### config.mk
export PLATFORM = sky130hd
export DESIGN_NAME = psv_top
export DESIGN_NICKNAME = d
export VERILOG_FILES = /design/src/rtl/psv_sticky.v /design/src/rtl/psv_pulse.v /design/src/rtl/psv_top.v
export VERILOG_INCLUDE_DIRS = /design/src /design/src/rtl
export SDC_FILE = /design/constraint.sdc
export NUM_CORES = 1
export LEC_CHECK = 0
export BUFFER_PORTS_ARGS = -buffer_cell sky130_fd_sc_hd__buf_4
export CORE_ASPECT_RATIO = 1.5
export CORE_MARGIN = 3
export CORE_UTILIZATION = 50
export DETAILED_ROUTE_END_ITERATION = 10
export PLACE_DENSITY = 0.8
export SYNTH_ARGS = -nofsm -noshare
export SYNTH_HDL_FRONTEND = slang
export SYNTH_HIERARCHICAL = 1
export SYNTH_SLANG_ARGS = --single-unit
### constraint.sdc
create_clock -name mclk_in -period 2.6 [get_ports mclk_in]
set_input_delay 0.52 -clock mclk_in [delete_from_list [all_inputs] [get_ports mclk_in]]
set_output_delay 0.52 -clock mclk_in [all_outputs]
set_load 0.01 [all_outputs]
### src/rtl/psv_consts.vh
// Purpose: constants for the program supervisor (windowed watchdog)
// Assumes: 32-bit apb, word-aligned registers
// Notes: all offsets are byte addresses
//
// Summary of operation
// - the supervisor runs either in plain timeout mode or in window mode.
// - in timeout mode the counter runs down while the supervisor is on.
// - a missed clear before the period ends asserts the soft reset.
// - window mode accepts a clear only inside a window within the period.
// - in window mode a clear too early or too late asserts the reset.
// - the window opens at a programmable count; earlier clears reset.
// - a warning interrupt is raised before expiry, the reset on expiry or on an early window clear.
// - the period is a 32-bit software value used in both modes.
`ifndef PSV_CONSTS_VH
`define PSV_CONSTS_VH
`define PSV_A_CTRL 12'h000
`define PSV_A_PERIOD 12'h004
`define PSV_A_WINDOW 12'h008
`define PSV_A_WARN 12'h00c
`define PSV_A_KICK 12'h010
`define PSV_A_COUNT 12'h014
`define PSV_A_STAT 12'h018
`define PSV_A_IEN 12'h01c
`define PSV_A_ICLR 12'h020
`define PSV_KICK_KEY 32'h0000_5a5a
`define PSV_B_EN 0
`define PSV_B_WIN 1
`define PSV_B_RSTEN 2
`define PSV_R_PERIOD 32'hffff_ffff
`define PSV_R_WARN 32'h0000_0100
`define PSV_NEV 3
`define PSV_E_WARN 0
`define PSV_E_EXP 1
`define PSV_E_BAD 2
`define PSV_RST_CYC 8'h10
`endif

### src/rtl/psv_sticky.v
// Purpose: sticky event bits with enable and write-one clear
// Assumes: events are one-cycle pulses on mclk_in
// Notes: a set in the clear cycle wins
`include "psv_consts.vh"
module psv_sticky (
  input wire mclk_in,
  input wire srst_in,
  input wire [`PSV_NEV-1:0] ev_in,
  input wire [`PSV_NEV-1:0] clr_in,
  input wire [`PSV_NEV-1:0] en_in,
  output wire [`PSV_NEV-1:0] stat_out,
  output reg irq_out
);
  reg [`PSV_NEV-1:0] stat_reg;
  genvar i;
  // one sticky flag per event
  generate
    for (i = 0; i < `PSV_NEV; i = i + 1) begin : g_bit
      always @(posedge mclk_in) begin
        if (srst_in)
          stat_reg[i] <= 1'b0;
        else if (ev_in[i])
          stat_reg[i] <= 1'b1;
        else if (clr_in[i])
          stat_reg[i] <= 1'b0;
      end
    end
  endgenerate
  assign stat_out = stat_reg;
  // level interrupt
  always @(posedge mclk_in) begin
    if (srst_in)
      irq_out <= 1'b0;
    else
      irq_out <= |(stat_reg & en_in);
  end
endmodule // psv_sticky

### src/rtl/psv_pulse.v
// Purpose: stretch a reset request into a fixed-length reset pulse
// Assumes: trigger is a one-cycle pulse
// Notes: retriggers are ignored while the pulse runs
`include "psv_consts.vh"
module psv_pulse (
  input wire mclk_in,
  input wire srst_in,
  input wire trig_in,
  output reg rst_out
);
  reg [7:0] cnt_reg;
  // count down the pulse length
  always @(posedge mclk_in) begin
    if (srst_in) begin
      cnt_reg <= 8'h00;
      rst_out <= 1'b0;
    end else if (trig_in && cnt_reg == 8'h00) begin
      cnt_reg <= `PSV_RST_CYC;
      rst_out <= 1'b1;
    end else if (cnt_reg != 8'h00) begin
      cnt_reg <= cnt_reg - 8'h01;
      rst_out <= (cnt_reg != 8'h01);
    end
  end
endmodule // psv_pulse

### src/rtl/psv_top.v
// Purpose: program supervisor, windowed watchdog with apb registers
// Assumes: single clock mclk_in, synchronous reset srst_in
// Notes: counter runs down; warning irq precedes the soft reset on expiry
//
// The register offsets and the APB interface to the registers are this design's own decisions.
`include "psv_consts.vh"
module psv_top (
  input wire mclk_in,
  input wire srst_in,
  input wire psel_in,
  input wire penable_in,
  input wire pwrite_in,
  input wire [11:0] paddr_in,
  input wire [31:0] pwdata_in,
  output reg [31:0] prdata_out,
  output reg pready_out,
  output reg pslverr_out,
  output reg irq_out,
  output reg soft_rst_out
);
  ////////////////////////////////////////////////////////////////////////
  // registers
  reg [2:0] ctrl_reg;
  reg [31:0] period_reg;
  reg [31:0] window_reg;
  reg [31:0] warn_reg;
  reg [31:0] count_reg;
  reg [`PSV_NEV-1:0] ien_reg;
  reg warned_reg;
  reg wr_kick;
  reg wr_clr;
  reg mapped;
  reg [31:0] rd_mux;
  wire setup;
  wire access;
  wire irq_w;
  wire rst_w;
  wire [`PSV_NEV-1:0] stat_w;
  wire [`PSV_NEV-1:0] ev_w;
  wire en;
  wire win_mode;
  wire kick;
  wire early;
  wire expire;
  wire warn_hit;
  wire bad_kick;

  assign en = ctrl_reg[`PSV_B_EN];
  assign win_mode = ctrl_reg[`PSV_B_WIN];

  ////////////////////////////////////////////////////////////////////////
  // apb slave: one wait state, answer in the second access cycle
  assign setup = psel_in && !penable_in;
  assign access = psel_in && penable_in && pready_out;

  // address decode
  always @* begin
    mapped = 1'b1;
    rd_mux = 32'h0000_0000;
    case (paddr_in)
      `PSV_A_CTRL: rd_mux = {29'h0000_0000, ctrl_reg};
      `PSV_A_PERIOD: rd_mux = period_reg;
      `PSV_A_WINDOW: rd_mux = window_reg;
      `PSV_A_WARN: rd_mux = warn_reg;
      `PSV_A_KICK: rd_mux = 32'h0000_0000;
      `PSV_A_COUNT: rd_mux = count_reg;
      `PSV_A_STAT: rd_mux = {29'h0000_0000, stat_w};
      `PSV_A_IEN: rd_mux = {29'h0000_0000, ien_reg};
      `PSV_A_ICLR: rd_mux = 32'h0000_0000;
      default: mapped = 1'b0;
    endcase
  end

  // ready, read data and error
  always @(posedge mclk_in) begin
    if (srst_in) begin
      pready_out <= 1'b0;
      prdata_out <= 32'h0000_0000;
      pslverr_out <= 1'b0;
    end else if (psel_in && penable_in && !pready_out) begin
      pready_out <= 1'b1;
      prdata_out <= pwrite_in ? 32'h0000_0000 : rd_mux;
      pslverr_out <= !mapped;
    end else begin
      pready_out <= 1'b0;
      prdata_out <= 32'h0000_0000;
      pslverr_out <= 1'b0;
    end
  end

  // write strobes
  always @* begin
    wr_kick = access && pwrite_in && paddr_in == `PSV_A_KICK &&
      pwdata_in == `PSV_KICK_KEY;
    wr_clr = access && pwrite_in && paddr_in == `PSV_A_ICLR;
  end

  // configuration registers
  always @(posedge mclk_in) begin
    if (srst_in) begin
      ctrl_reg <= 3'h4;
      period_reg <= `PSV_R_PERIOD;
      window_reg <= 32'h0000_0000;
      warn_reg <= `PSV_R_WARN;
      ien_reg <= 3'h0;
    end else if (access && pwrite_in) begin
      case (paddr_in)
        `PSV_A_CTRL: ctrl_reg <= pwdata_in[2:0];
        `PSV_A_PERIOD: period_reg <= pwdata_in;
        `PSV_A_WINDOW: window_reg <= pwdata_in;
        `PSV_A_WARN: warn_reg <= pwdata_in;
        `PSV_A_IEN: ien_reg <= pwdata_in[2:0];
        default: ctrl_reg <= ctrl_reg;
      endcase
    end
  end

  ////////////////////////////////////////////////////////////////////////
  // countdown core
  assign kick = wr_kick && en;
  // window opens once the count has fallen to window_reg
  assign early = win_mode && count_reg > window_reg;
  assign bad_kick = kick && early;
  assign expire = en && count_reg == 32'h0000_0000;
  // warning fires before expiry
  assign warn_hit = en && !warned_reg && count_reg == warn_reg &&
    count_reg != 32'h0000_0000;

  // counter and warning state
  always @(posedge mclk_in) begin
    if (srst_in) begin
      count_reg <= `PSV_R_PERIOD;
      warned_reg <= 1'b0;
    end else if (!en || (kick && !early) || expire) begin
      count_reg <= period_reg;
      warned_reg <= 1'b0;
    end else begin
      count_reg <= count_reg - 32'h0000_0001;
      if (warn_hit)
        warned_reg <= 1'b1;
    end
  end

  ////////////////////////////////////////////////////////////////////////
  // events, status and interrupt
  assign ev_w = {bad_kick, expire, warn_hit};

  // an accepted kick also withdraws a pending warning bit
  psv_sticky u_sticky (
    .mclk_in(mclk_in),
    .srst_in(srst_in),
    .ev_in(ev_w),
    .clr_in({(wr_clr ? pwdata_in[2:1] : 2'h0),
      ((wr_clr && pwdata_in[`PSV_E_WARN]) || (kick && !early))}),
    .en_in(ien_reg),
    .stat_out(stat_w),
    .irq_out(irq_w)
  );

  // too late in window mode is the expiry itself
  psv_pulse u_pulse (
    .mclk_in(mclk_in),
    .srst_in(srst_in),
    .trig_in(ctrl_reg[`PSV_B_RSTEN] && (expire || bad_kick)),
    .rst_out(rst_w)
  );

  // registered outputs
  always @(posedge mclk_in) begin
    if (srst_in) begin
      irq_out <= 1'b0;
      soft_rst_out <= 1'b0;
    end else begin
      irq_out <= irq_w;
      soft_rst_out <= rst_w;
    end
  end
endmodule // psv_top

==> impl_metrics.csv <==
group,metric,value,unit
status,outcome,"complete, but fails checks",
status,violations,"negative setup slack",
timing,slew_headroom,0.436,
detailed_routing,route.detailed.drc,0,
timing,timing_hold_violations_final,0,
worst_setup_path,worstSetupStartpoint,"window_reg[7]$_SDFFE_PP0P_",
timing,max_clock_freq,364,MHz
global_route,antenna_found_initial,0,
clocking,cts_inserted_buffers,17,
floorplanning,initial_utilization,0.517,
logic_synthesis,post_synth_num_cell_types,59,
power,pwr_density_cell,529,nW/um^2
placed_design,detailed_place_hpwl,18100,um
detailed_routing,drtPass1Iterations,6,
logic_synthesis,postSynthRegisterBits,184,
detailed_routing,route.detailed.wl_per_inst,20.0,um
detailed_routing,via_count,9099,
worst_setup_path,worst_path_most_repeated_cell,"sky130_fd_sc_hd__a21oi_2",
worst_setup_path,critical_path_arrival,3.12,ns
global_route,gr-usage-all-layers,0.294,
floorplanning,chipHeight,171,um
clocking,clk-insertion-delay-late,0.45,ns
logic_synthesis,synth_nets,1197,
placed_design,gp_routability_congestion,0.916,
clocking,clk_transition_reported_paths,0.07,ns
timing,period_needed,2.75,ns
worst_setup_path,reg2reg_setup_slack,-0.15,ns
logic_synthesis,mean_instance_size_in_the_synthesized_netlist,8.17,sq um
logic_synthesis,yosys_synthesis_warning_count,6,
floorplanning,die_x,116,um
timing,final_min_period_over_clock_period,1.06,
worst_setup_path,worst_r2r_endpoint,"count_reg[10]$_SDFF_PP1_",
power,worst_voltage_drop_across_the_vdd_grid,399,uV
logic_synthesis,async_flop_share,0,
logic_synthesis,syn_inst,1112,
worst_setup_path,timing.critical_path.to_type,"flop",
hold_path,hold_path_startpoint,"srst_in",
placed_design,numPortBuffers,84,
timing,worst_clock_skew,0.00756,ns
floorplanning,rows,59,
hold_path,holdPathEnd,"pready_out$_SDFF_PP0_",
floorplanning,core-area,17600,sq um
worst_setup_path,worst_path_fanout_max,6,
clocking,clock_path_buffers,2,
worst_setup_path,timing.critical_path.slowest_cell_delay,0.33,ns
placed_design,postPlaceCellArea,10600,sq um
logic_synthesis,yosys_most_used_dff,"sky130_fd_sc_hd__dfxtp_1",
floorplanning,num_io_pins,85,
placed_design,pre_cts_ws,-0.214,ns
layout,antenna-diode-count,0,
detailed_routing,drtAntennaViolNets,0,
floorplanning,die_area,19900,sq um
logic_synthesis,synth_area,9090,sq um
layout,post-route-cell-area,11800,sq um
worst_setup_path,startpoint_type,"flop",
placed_design,dp_cells,1436,
worst_setup_path,worst_ep_required_time,2.97,ns
clocking,cts-root-buf,"sky130_fd_sc_hd__clkbuf_16",
worst_setup_path,slowest_stage,"sky130_fd_sc_hd__dfxtp_1",
clocking,cts_num_sinks,184,
detailed_routing,totalWireLength,29700,um
global_route,grt_pass1_vias,8917,
clocking,cts-htree-levels,4,
timing,rsz0062_at_grt,"yes",
worst_setup_path,criticalPathCategory,"reg2reg",
layout,num-fill-cells,1306,
timing,final_max_slew_viol_count,0,
clocking,tritoncts,"built",
flow_run,max_cap_viol_count,0,
worst_setup_path,worst-path-buf-inv,4,
timing,transition_time_of_the_tightest_slew_check_pin,0.846,ns
layout,drive_gt1_frac,0.241,
global_route,grt_max_degree,183,
logic_synthesis,synth-seq-area-share,0.405,
layout,mostFrequentLayoutCell,"sky130_fd_sc_hd__nand2_1",
layout,layoutNonFillerInstCount,1488,
detailed_routing,avgViaCountPerCell,6.11,
hold_path,worstHoldPathType,"in2reg",
clocking,cts-hold-fix-buffers,0,
timing,tns_setup,-2.72,ns
hold_path,min_path_cells,2,
layout,areaGrowthSynthToFinish,29.3,%
worst_setup_path,timing.reg2reg.worst_path_depth,13,
global_route,grt_pass1_wl,45200,um
timing,finalHoldWorstSlack,0.289,ns
layout,layout_common_cells,"sky130_fd_sc_hd__nand2_1 (226), sky130_fd_sc_hd__buf_4 (179), sky130_fd_sc_hd__dfxtp_1 (167)",
detailed_routing,drtIter0Drc,1330,
worst_setup_path,timing.critical_path.max_delay_family,"compound AO/OA/AOI/OAI gates",
global_route,grt-ovfl-total,0,
worst_setup_path,r2r_start,"window_reg[7]$_SDFFE_PP0P_",
timing,postLayoutSetupSlackWorst,-0.151,ns
layout,fin_nets,1347,
timing,finalSetupViolations,30,
power,leakage_power,0.00464,uW
worst_setup_path,crit_chain,"inv_1 > ha_1 > a21oi_2 > o21ai_1 > a221oi_2 > o211ai_1 > a21oi_2 > buf_4 > nor2_4 > o21ai_4 > buf_6 > clkbuf_16 > mux2i_1",
logic_synthesis,synth-edff-count,0,
-- how the worst max path moves through the flow --
stage | end | slack, ns | cells past startpoint
3_3_place_gp | u_pulse/cnt_reg[0]$_SDFFE_PP0P_ | -0.08 | 11
6_report | count_reg[10]$_SDFF_PP1_ | -0.15 | 13
2_1_floorplan | u_pulse/cnt_reg[0]$_SDFFE_PP0P_ | 0.01 | 10
5_1_grt | count_reg[10]$_SDFF_PP1_ | -0.24 | 13
3_5_place_dp | u_pulse/cnt_reg[0]$_SDFFE_PP0P_ | -0.21 | 12
4_1_cts | u_pulse/cnt_reg[0]$_SDFFE_PP0P_ | -0.003 | 12
-- where the power goes --
part / switching, uW / internal (uW)
Sequential: 58.4 / 2870
Clock: 1150 / 1580
Combinational: 319 / 244
-- metrics by stage --
step            util  power (uW)
6_report       0.669        6220
5_1_grt        0.669        6400
4_1_cts        0.659        6160
3_5_place_dp   0.603        3490
3_3_place_gp   0.603        3480
2_1_floorplan      -        3320
-- synthesized netlist by cell type (3+ instances only) --
library cell | number | area, sq um
sky130_fd_sc_hd__nand4_1 | 11 | 68.8
sky130_fd_sc_hd__nand3b_1 | 35 | 263
sky130_fd_sc_hd__nor3_2 | 3 | 30.0
sky130_fd_sc_hd__buf_2 | 7 | 35.0
sky130_fd_sc_hd__xor2_1 | 37 | 324
sky130_fd_sc_hd__nor2_1 | 94 | 353
sky130_fd_sc_hd__o21ai_0 | 11 | 55.1
sky130_fd_sc_hd__ha_1 | 36 | 450
sky130_fd_sc_hd__or3_1 | 4 | 25.0
sky130_fd_sc_hd__nand3_1 | 11 | 55.1
sky130_fd_sc_hd__nor4_1 | 20 | 125
sky130_fd_sc_hd__nand2_1 | 228 | 856
sky130_fd_sc_hd__nor3_1 | 16 | 80.1
sky130_fd_sc_hd__inv_1 | 39 | 146
sky130_fd_sc_hd__a21o_1 | 3 | 22.5
sky130_fd_sc_hd__xnor2_1 | 24 | 210
sky130_fd_sc_hd__a22oi_1 | 61 | 458
sky130_fd_sc_hd__mux2i_1 | 38 | 380
sky130_fd_sc_hd__a21oi_1 | 117 | 586
sky130_fd_sc_hd__clkbuf_1 | 56 | 210
sky130_fd_sc_hd__a221oi_1 | 6 | 52.6
sky130_fd_sc_hd__and3_1 | 4 | 25.0
sky130_fd_sc_hd__dfxtp_1 | 184 | 3680
sky130_fd_sc_hd__o21ai_1 | 4 | 20.0
sky130_fd_sc_hd__buf_8 | 3 | 45.0
sky130_fd_sc_hd__nand2b_1 | 5 | 31.3
sky130_fd_sc_hd__nor2b_1 | 4 | 25.0
sky130_fd_sc_hd__or4_1 | 6 | 45.0
sky130_fd_sc_hd__nor4b_1 | 6 | 52.6
-- area by class of cell --
class,instances,area [sq um],share of cell area
Timing Repair Buffer,199,1730,0.147
Multi-Input combinational cell,821,5280,0.449
Clock inverter,8,110,0.00937
Clock buffer,24,512,0.0435
Inverter,39,146,0.0125
Sequential cell,184,3710,0.315
Tap cell,213,267,0.0227
-- layer usage --
metal	vias to the layer above	part of all wire	track usage
met3	158	0.083	0.0545
li1	4136	-	-
met1	4278	0.35	0.329
met5	-	0	0
met4	0	0.072	0.201
met2	527	0.50	0.498
-- cells by family after synthesis --
kind of cell	Yosys count	synth area share
compound gates	219	0.148
simple gates	466	0.246
fa+ha+maj	36	0.0496
flops	184	0.405
buf+inv	107	0.0493
xor+xnor	61	0.0588
mux	39	0.0431
-- repair_timing --
item                       4_1_cts  5_1_grt
pin swaps                       30       21
resized for setup               49       33
setup endpoints to repair       38       38
cloned                           2        1
buffers inserted                15        3
(Power assumes the default switching activity.)
